## src/hw/gim_defs.svh

```systemverilog
// constants for the group-one global interrupt mask block
`ifndef GIM_DEFS_SVH
`define GIM_DEFS_SVH

// ==========================================================
// register map
`define GIM_MASK_ADDR      8'h08
`define GIM_MASK_RESET     7'h7f
`define GIM_NUM_SRC        7

// ==========================================================
// mask and flag bit positions
`define GIM_BIT_B_FALL     0
`define GIM_BIT_B_RISE     1
`define GIM_BIT_C_FALL     2
`define GIM_BIT_C_RISE     3
`define GIM_BIT_BB_TO      4
`define GIM_BIT_LDO_A      5
`define GIM_BIT_LDO_B      6
`define GIM_BIT_UNUSED     7

`endif

```

## src/hw/gim_pkg.sv

```systemverilog
// types shared by the group-one global interrupt mask block
package gim_pkg;

  // one bit per source, laid out as the mask register bits 6..0
  typedef struct packed {
    logic ldo_b_fault_flag;
    logic ldo_a_fault_flag;
    logic buckboost_timeout_flag;
    logic input_c_rise_flag;
    logic input_c_fall_flag;
    logic input_b_rise_flag;
    logic input_b_fall_flag;
  } gim_src_type;

  // register port request
  typedef struct packed {
    logic [7:0] addr;
    logic       wr_en;
    logic       rd_en;
    logic [7:0] wdata;
  } gim_reg_req_type;

endpackage

```

## src/hw/gim_flag_cell.sv

```systemverilog
// one sticky interrupt flag with its rising-edge detect
`timescale 1ns/100ps
module gim_flag_cell (
  // clock and reset
  input  wire logic clock,
  input  wire logic nrst,
  // event and clear
  input  wire logic event_in,
  input  wire logic clear_in,
  // flag state
  output logic      flag,
  output logic      flag_nxt,
  output logic      rise
);

  logic flag_r;

  // set wins over the read clear so no event is lost
  always_comb begin
    flag_nxt = event_in | (flag_r & ~clear_in);
    rise     = flag_nxt & ~flag_r;
  end

  always_ff @(posedge clock or negedge nrst) begin
    if (!nrst) begin
      flag_r <= 1'b0;
    end else begin
      flag_r <= flag_nxt;
    end
  end

  assign flag = flag_r;

endmodule

```

## src/hw/gim_irq_mask1.sv

```systemverilog
// group-one global interrupt mask register and interrupt line control
//
// Contract
// host writes zero to top bit; read meaningless
// unmasked ldo fault rise pulls line low
// unmasked buck-boost timeout rise pulls line low
// unmasked input rise flag rise pulls low
// unmasked input fall flag rise pulls low
// line released only when all flags clear
// masked flag rise never pulls line low
// flags sticky until their register is read
// status bit mirrors unmasked gate drive
// mask resets to all ones, top zero
`timescale 1ns/100ps
`include "gim_defs.svh"
module gim_irq_mask1
  import gim_pkg::*;
#(
  parameter int NUM_SRC = `GIM_NUM_SRC
) (
  // clock and reset
  input  wire logic            clock,
  input  wire logic            nrst,
  // register port
  input  wire gim_reg_req_type reg_req,
  output logic [7:0]           reg_rdata,
  // flag events and flag-register read clears
  input  wire gim_src_type     src_event,
  input  wire gim_src_type     src_clear,
  input  wire logic            other_flags_any,
  output gim_src_type          src_flags,
  // open-drain interrupt line and its status mirror
  output logic                 irq_out_n_o,
  output logic                 irq_out_n_oe,
  output logic                 irq_gate_status
);

  // ==========================================================
  // elaboration check: read word and reset value assume seven sources
  if (NUM_SRC != `GIM_NUM_SRC) begin : g_bad_num_src
    $error("gim_irq_mask1: NUM_SRC must be 7");
  end

  // ==========================================================
  // flag cells
  logic [NUM_SRC-1:0] ev_v;
  logic [NUM_SRC-1:0] clr_v;
  logic [NUM_SRC-1:0] flag_v;
  logic [NUM_SRC-1:0] flag_nxt_v;
  logic [NUM_SRC-1:0] rise_v;

  assign ev_v  = src_event;
  assign clr_v = src_clear;

  // sticky flags cleared by read
  for (genvar i = 0; i < NUM_SRC; i++) begin : g_cell
    gim_flag_cell u_cell (
      .clock    (clock),
      .nrst     (nrst),
      .event_in (ev_v[i]),
      .clear_in (clr_v[i]),
      .flag     (flag_v[i]),
      .flag_nxt (flag_nxt_v[i]),
      .rise     (rise_v[i])
    );
  end

  assign src_flags = flag_v;

  // ==========================================================
  // mask register and read data
  logic [NUM_SRC-1:0] mask_r;
  logic [NUM_SRC-1:0] mask_nxt;
  logic [7:0]         rdata_r;
  logic [7:0]         rdata_nxt;
  logic               hit;

  // address decode, write store and registered read
  always_comb begin
    hit       = (reg_req.addr == `GIM_MASK_ADDR);
    mask_nxt  = mask_r;
    rdata_nxt = rdata_r;
    if (reg_req.wr_en && hit) begin
      // top bit dropped, host keeps it zero
      mask_nxt = reg_req.wdata[NUM_SRC-1:0];
    end
    if (reg_req.rd_en && hit) begin
      // top bit always reads zero
      rdata_nxt = {1'b0, mask_r};
    end else if (reg_req.rd_en) begin
      rdata_nxt = 8'h00; // unmapped reads return zero
    end
  end

  always_ff @(posedge clock or negedge nrst) begin
    if (!nrst) begin
      // all sources masked at reset
      mask_r  <= `GIM_MASK_RESET;
      rdata_r <= 8'h00;
    end else begin
      mask_r  <= mask_nxt;
      rdata_r <= rdata_nxt;
    end
  end

  assign reg_rdata = rdata_r;

  // ==========================================================
  // interrupt line state
  logic irq_r;
  logic irq_nxt;
  logic unmasked_rise;

  // set beats release: a new rise while flags clear keeps line low
  always_comb begin
    // mask gates edges
    unmasked_rise = |(rise_v & ~mask_r);
    irq_nxt       = irq_r;
    if (unmasked_rise) begin
      irq_nxt = 1'b1;
    end else if (~|flag_nxt_v && !other_flags_any) begin
      // release needs every flag cleared
      irq_nxt = 1'b0;
    end
  end

  always_ff @(posedge clock or negedge nrst) begin
    if (!nrst) begin
      irq_r <= 1'b0;
    end else begin
      irq_r <= irq_nxt;
    end
  end

  // open drain: only ever pulls low
  assign irq_out_n_o  = 1'b0;
  assign irq_out_n_oe = irq_r;
  // software copy of the gate drive
  assign irq_gate_status = irq_r;

  // ==========================================================
  // checks
  ldo_fault_irq_a: assert property (
    @(posedge clock) disable iff (!nrst)
    (rise_v[`GIM_BIT_LDO_A] && !mask_r[`GIM_BIT_LDO_A]) ||
    (rise_v[`GIM_BIT_LDO_B] && !mask_r[`GIM_BIT_LDO_B])
    |=> irq_out_n_oe)
    else $error("ldo fault rise did not pull line low");

  bb_timeout_irq_a: assert property (
    @(posedge clock) disable iff (!nrst)
    rise_v[`GIM_BIT_BB_TO] && !mask_r[`GIM_BIT_BB_TO]
    |=> irq_out_n_oe && src_flags.buckboost_timeout_flag)
    else $error("timeout rise did not pull line low");

  input_rise_irq_a: assert property (
    @(posedge clock) disable iff (!nrst)
    (ev_v[`GIM_BIT_C_RISE] && !flag_v[`GIM_BIT_C_RISE] &&
     !mask_r[`GIM_BIT_C_RISE]) ||
    (ev_v[`GIM_BIT_B_RISE] && !flag_v[`GIM_BIT_B_RISE] &&
     !mask_r[`GIM_BIT_B_RISE])
    |=> irq_out_n_oe)
    else $error("input rise flag did not pull line low");

  input_fall_irq_a: assert property (
    @(posedge clock) disable iff (!nrst)
    (rise_v[`GIM_BIT_C_FALL] && !mask_r[`GIM_BIT_C_FALL]) ||
    (rise_v[`GIM_BIT_B_FALL] && !mask_r[`GIM_BIT_B_FALL])
    |=> irq_out_n_oe)
    else $error("input fall flag did not pull line low");

  release_all_clear_a: assert property (
    @(posedge clock) disable iff (!nrst)
    $fell(irq_out_n_oe) |-> (flag_v == '0) && !$past(other_flags_any))
    else $error("line released with a flag still set");

  masked_no_irq_a: assert property (
    @(posedge clock) disable iff (!nrst)
    !irq_r && (rise_v != '0) && ((rise_v & ~mask_r) == '0)
    |=> !irq_out_n_oe)
    else $error("masked flag pulled line low");

  flag_sticky_a: assert property (
    @(posedge clock) disable iff (!nrst)
    1'b1 |=> (($past(flag_v) & ~$past(clr_v) & ~flag_v) == '0))
    else $error("flag dropped without a read clear");

  gate_status_a: assert property (
    @(posedge clock) disable iff (!nrst)
    irq_gate_status == irq_out_n_oe && irq_out_n_o == 1'b0)
    else $error("status bit differs from gate drive");

  mask_reset_a: assert property (
    @(posedge clock) disable iff (!nrst)
    $rose(nrst) |-> mask_r == `GIM_MASK_RESET && !irq_r)
    else $error("mask not all ones after reset");

  top_bit_zero_a: assert property (
    @(posedge clock) disable iff (!nrst)
    reg_req.rd_en && hit |=> reg_rdata[`GIM_BIT_UNUSED] == 1'b0)
    else $error("unused top bit read as one");

  // write store, read data, line hold and set-wins checks
  mask_write_a: assert property (
    @(posedge clock) disable iff (!nrst)
    reg_req.wr_en && hit |=>
    mask_r == $past(reg_req.wdata[NUM_SRC-1:0]))
    else $error("mask write did not land");

  read_data_a: assert property (
    @(posedge clock) disable iff (!nrst)
    reg_req.rd_en && hit |=> reg_rdata == {1'b0, $past(mask_r)})
    else $error("read data differs from mask");

  unmapped_read_a: assert property (
    @(posedge clock) disable iff (!nrst)
    reg_req.rd_en && !hit |=> reg_rdata == 8'h00)
    else $error("unmapped read returned nonzero");

  line_hold_a: assert property (
    @(posedge clock) disable iff (!nrst)
    irq_r && ((flag_nxt_v != '0) || other_flags_any) |=> irq_out_n_oe)
    else $error("line released with a flag pending");

  set_wins_a: assert property (
    @(posedge clock) disable iff (!nrst)
    1'b1 |=> (($past(ev_v) & ~flag_v) == '0))
    else $error("event did not leave its flag set");

endmodule

```

## config.mk

```make
export PLATFORM = sky130hd
export DESIGN_NAME = gim_irq_mask1
export DESIGN_NICKNAME = d
export VERILOG_FILES = /design/src/hw/gim_pkg.sv /design/src/hw/gim_flag_cell.sv /design/src/hw/gim_irq_mask1.sv
export VERILOG_INCLUDE_DIRS = /design/src /design/src/hw
export SDC_FILE = /design/constraint.sdc
export NUM_CORES = 1
export LEC_CHECK = 0
export BUFFER_PORTS_ARGS = -buffer_cell sky130_fd_sc_hd__clkbuf_2
export CAP_MARGIN = 0
export CORE_MARGIN = 2
export CORE_UTILIZATION = 45
export CTS_BUF_LIST = sky130_fd_sc_hd__clkbuf_2 sky130_fd_sc_hd__clkbuf_4 sky130_fd_sc_hd__clkbuf_8
export DETAILED_ROUTE_END_ITERATION = 8
export PLACE_DENSITY = 0.8
export SYNTH_ARGS = -nofsm -noshare
export SYNTH_HDL_FRONTEND = slang
export SYNTH_SLANG_ARGS = --single-unit
export TNS_END_PERCENT = 5
```

## constraint.sdc

```tcl
create_clock -name clock -period 3.01 [get_ports clock]
set_input_delay 0.7525 -clock clock [delete_from_list [all_inputs] [get_ports clock]]
set_output_delay 0.7525 -clock clock [all_outputs]
set_load 0.01 [all_outputs]
```

Word level (Yosys, flattened, before mapping) --
Cells that the tools add are included.
Word-level totals: input port bits 35, register bits after elaboration 23, logic and storage cells 61
Operators by class: reduce and logical (&&, ||, !) cells 9, muxes and demuxes 4, bitwise operators 37, equality and inequality tests 1
Operator list (count):
- $mux W8 | 2
- $and A1 B1 Y1 | 14
- $not A1 Y1 | 14
- $reduce_or A7 Y1 | 2
- $eq A8 B4 Y1 const B | 1
- $and A7 B7 Y7 | 1
- $not A7 Y7 | 1
- $or A1 B1 Y1 | 7
- $reduce_bool A2 Y1 | 2
- $logic_and A1 B1 Y1 | 3
- $logic_not A1 Y1 | 2
- $mux W1 | 2

Logic depth before layout (Yosys ltp) --
depth in word-level cells 8, depth in mapped cells 5, depth with buffers taken out 4

By module --
From an unflattened synthesis, not the netlist that was laid out.
Second synthesis, totals: cell total of the unflattened synthesis 94, area total of the unflattened synthesis 1031.0 um^2
Modules (own cells, without submodules):
- gim_irq_mask1 | times used 1, area an instance 733.2 um^2, cells each 66
- gim_flag_cell | times used 7, area an instance 42.5 um^2, cells each 4

Least setup slack after synthesis --
No wires, ideal clock.
path type input-to-reg, start point in reg_req[15] (netlist name), end point reg mask_r[0], buffers on the path 0, data arrival time 1.589 ns, stages 4, path slack 1.339 ns, path through nor4_1 > and4b_1 > nand2_2 > mux2_2
Between the ends: cells in the longest elaborated chain, start to end 2
Ends and longest elaborated chain:
- start: declaration | line gim_irq_mask1.sv:25 | input wire gim_reg_req_type reg_req,
- $eq A8 B4 Y1 (no source line)
- $logic_and A1 B1 Y1 | line gim_irq_mask1.sv:83 | if (reg_req.wr_en && hit) begin
- end signal: assignment | line gim_irq_mask1.sv:98 | mask_r <= `GIM_MASK_RESET;
- end signal: assignment | line gim_irq_mask1.sv:101 | mask_r <= mask_nxt;
- end: declaration | line gim_irq_mask1.sv:72 | logic [NUM_SRC-1:0] mask_r;
No other way between the ends. A chain may end at the register's enable or synchronous reset.

Worst setup path after layout --
start point reg g_cell[4].u_cell.flag_r, end point out src_flags[4] (netlist name)
RTL lines:
- start: declaration | line gim_flag_cell.sv:16 | logic flag_r;
- start signal: assignment | line gim_flag_cell.sv:28 | flag_r <= flag_nxt;
- end: declaration | line gim_irq_mask1.sv:31 | output gim_src_type src_flags,
No word-level cell between the ends.

==> metrics.md <==
| Metric | Value |
|---|---|
| Crit Path Max Fanout | 4 |
| Final non-filler cell total | 156 |
| Setup TNS | 0 ns |
| Sw Share | 20.7% |
| Max VDD drop | 0.401 mV |
| Sequential share of power | 53.0% |
| Layout cells sized above 1 | 56.3% |
| Synthesized flop and latch total | 22 |
| Drt pass-1 iters | 4 |
| Drt first-iter violations | 8 |
| CP Class | reg -> out |
| Hold WS | 0.400 ns |
| Dominant cells by area after synthesis | dfrtp_1 (37%), dfstp_2 (18%), mux2_2 (7.8%), buf_4 (7.4%), a22o_1 (6.1%) |
| Fin. max-slew vios | 0 |
| Starting Density | 46.6% |
| Least-Margin Pin Slew | 0.520 ns |
| Chip Width | 51.4 um |
| IO Count | 53 |
| Row Count | 17 |
| Clk sinks | 22 |
| Critical Path RT | 2.26 ns |
| Post-synth top area share | 37.1% |
| CP Data Arrival Time | 0.88 ns |
| DIE AREA | 2640 um^2 |
| Status | finished clean |
| Slowest-stage cell, CP | dfrtp_1 |
| Register area share after synthesis | 55.3% |
| Distinct cells, synth | 23 |
| P_int | 0.000478 W |
| F_max | 613 MHz |
| Buffers on Ports | 49 |
| Crit end category | output pin |
| Syn Area/Cell | 11.9 um^2 |
| Asr flop ratio synth | 100% |
| CTS resizes | 0 |
| CTS tree | done |
| H-tree level count | 1 |
| Total global routing overflow | 0 |
| Slew margin rel. | 65.3% |
| Clock-pin transition on the worst setup and hold timing paths | 0.12 ns |
| Nets@finish | 164 |
| Post CTS Setup Buffer Count | 0 |
| Critical path startpoint category | register |
| Drt wl/cell | 12.3 um |
| Root buf cell | clkbuf_4 |
| CP delay by family, top | flip-flops |
| Yosys warnings | 0 |
| Area Growth Syn to Fin | 25.4% |
| Hold buffers post-CTS | 0 |
| Final worst slack | 1.38 ns |
| Primary FF master, synth | dfrtp_1 |
| Largest net degree at the start of global routing | 23 |
| Pleak | 0.662 nW |
| Combinational share of power | 10.6% |
| Placed Cells | 152 |
| Die H | 51.4 um |
| Placement-stage worst setup slack | 1.13 ns |
| Vias per cell | 4.93 |
| Detailed Place HPWL | 1610 um |
| Mapped Cells | 85 |
| Hold crit path type | in -> async |
| Total of max-cap violations | 0 |
| TritonCTS Buffers | 3 |
| Period Utilization, post-route | 54.2% |
| DRC Markers | 0 |
| Top-count cell post-synth | dfrtp_1 |
| Post-synth top area cell | dfrtp_1 |
| Crit-path cells | clkbuf_2 |
| Antenna violations before repair | 0 |
| Sw Pwr | 0.000125 W |
| Via count | 769 |
| Post-synth EDFFs | 0 |
| First-pass GRT wire length | 3270 um |
| Power Density | 476 nW/um^2 |
| Final Critical Period | 1.63 ns |
| Inserted Diodes | 0 |
| Final hold vios | 0 |
| Clock power share | 36.4% |
| Final WL | 1910 um |
| Unrepaired setup endpoints after global routing | false |
| Area of the mapped netlist | 1010 um^2 |
| Max Clock Skew | 0.00715 ns |
| Clock Path Buffers | 2 |
| Gr usage total | 16.9% |
| Most common library cells after synthesis | dfrtp_1 (15), buf_4 (10), a22o_1 (7), dfstp_2 (7), mux2_2 (7) |
| CP max stage delay | 0.44 ns |
| Antenna-violating nets left | 0 |
| CP Buf/Inv Count | 1 |
| Post-layout power | 0.000603 W |
| Floorplan core area | 2170 um^2 |
| Placer congestion estimate | 0.709 |
| Clock latency on the worst-skew pair | 0.30 ns |
| Vias in the first global route | 804 |
| Final setup fails | 0 |
==> path summary, 6_finish.rpt <==
kind | cells past startpoint | startpoint | endpoint | slack [ns]
worst min register to register | 1 | reg_rdata[4] | reg_rdata[4] | 0.52
worst max-delay path | 1 | g_cell[4].u_cell.flag | src_flags[4] | 1.38
min in group clock | 1 | reg_rdata[4] | reg_rdata[4] | 0.52
worst max register to register | 4 | g_cell[0].u_cell.flag | irq_gate_status | 1.60
max in group asynchronous | 1 | nrst | mask_r[1] | 2.24
worst min-delay path | 1 | nrst | g_cell[5].u_cell.flag | 0.40
==> through the flow <==
step / instance area, um^2 / utilization [%]
2_1_floorplan: 1010 / -
3_3_place_gp: 1210 / 56.0
3_5_place_dp: 1210 / 56.0
4_1_cts: 1270 / 58.4
5_1_grt: 1270 / 58.4
6_report: 1270 / 58.4
==> power groups by stage <==
stage | logic, W | clock network (W) | registers (W)
after detailed placement | 0.0000653 | 0 | 0.000325
after global placement | 0.0000635 | 0 | 0.000324
after floorplan | 0.0000381 | 0 | 0.000322
after global routing | 0.0000729 | 0.000240 | 0.000322
final | 0.0000641 | 0.000219 | 0.000320
after CTS | 0.0000657 | 0.000225 | 0.000320
==> state kept, by name, summed over array words and instances (netlist names) <==
name and cells:
g_cell.u_cell.flag 7, reg_rdata 7, mask_r 7, irq_gate_status 1
==> cell type report <==
type | instances | area, um^2
clock buffer | 3 | 22.5
clock inverter | 1 | 30.0
fill | 195 | 902
inverter | 5 | 18.8
multi-input combinational | 48 | 357
sequential | 22 | 559
tap | 28 | 35.0
timing repair buffer | 49 | 245
==> placed cells by master, fill, tap and decap left out, types with 2 or more instances in the layout <==
cell type,instances
dfstp_2,7
dfrtp_1,15
a2111oi_0,3
a22o_1,7
inv_1,5
a21o_1,5
mux2_2,7
clkbuf_4,3
a22oi_1,2
clkbuf_2,49
conb_1,2
nor2b_1,3
or2_2,3
nor2_1,6
nand4_1,2
==> kinds of logic after synthesis <==
family                 synth area share, %
AO/OA/AOI/OAI                         15.1
buffers and inverters                 9.78
flip-flops                            55.3
multiplexers                          7.80
other                                0.371
AND/OR/NAND/NOR                       11.6
==> layer usage <==
metal	global-route usage, %	up-vias	part of all wire, %
met5	0	-	0
met4	7.89	0	2.2
met3	2.92	4	5.9
met2	31.4	29	53
met1	18.5	354	39
li1	-	382	-
(Power assumes the default switching activity.)
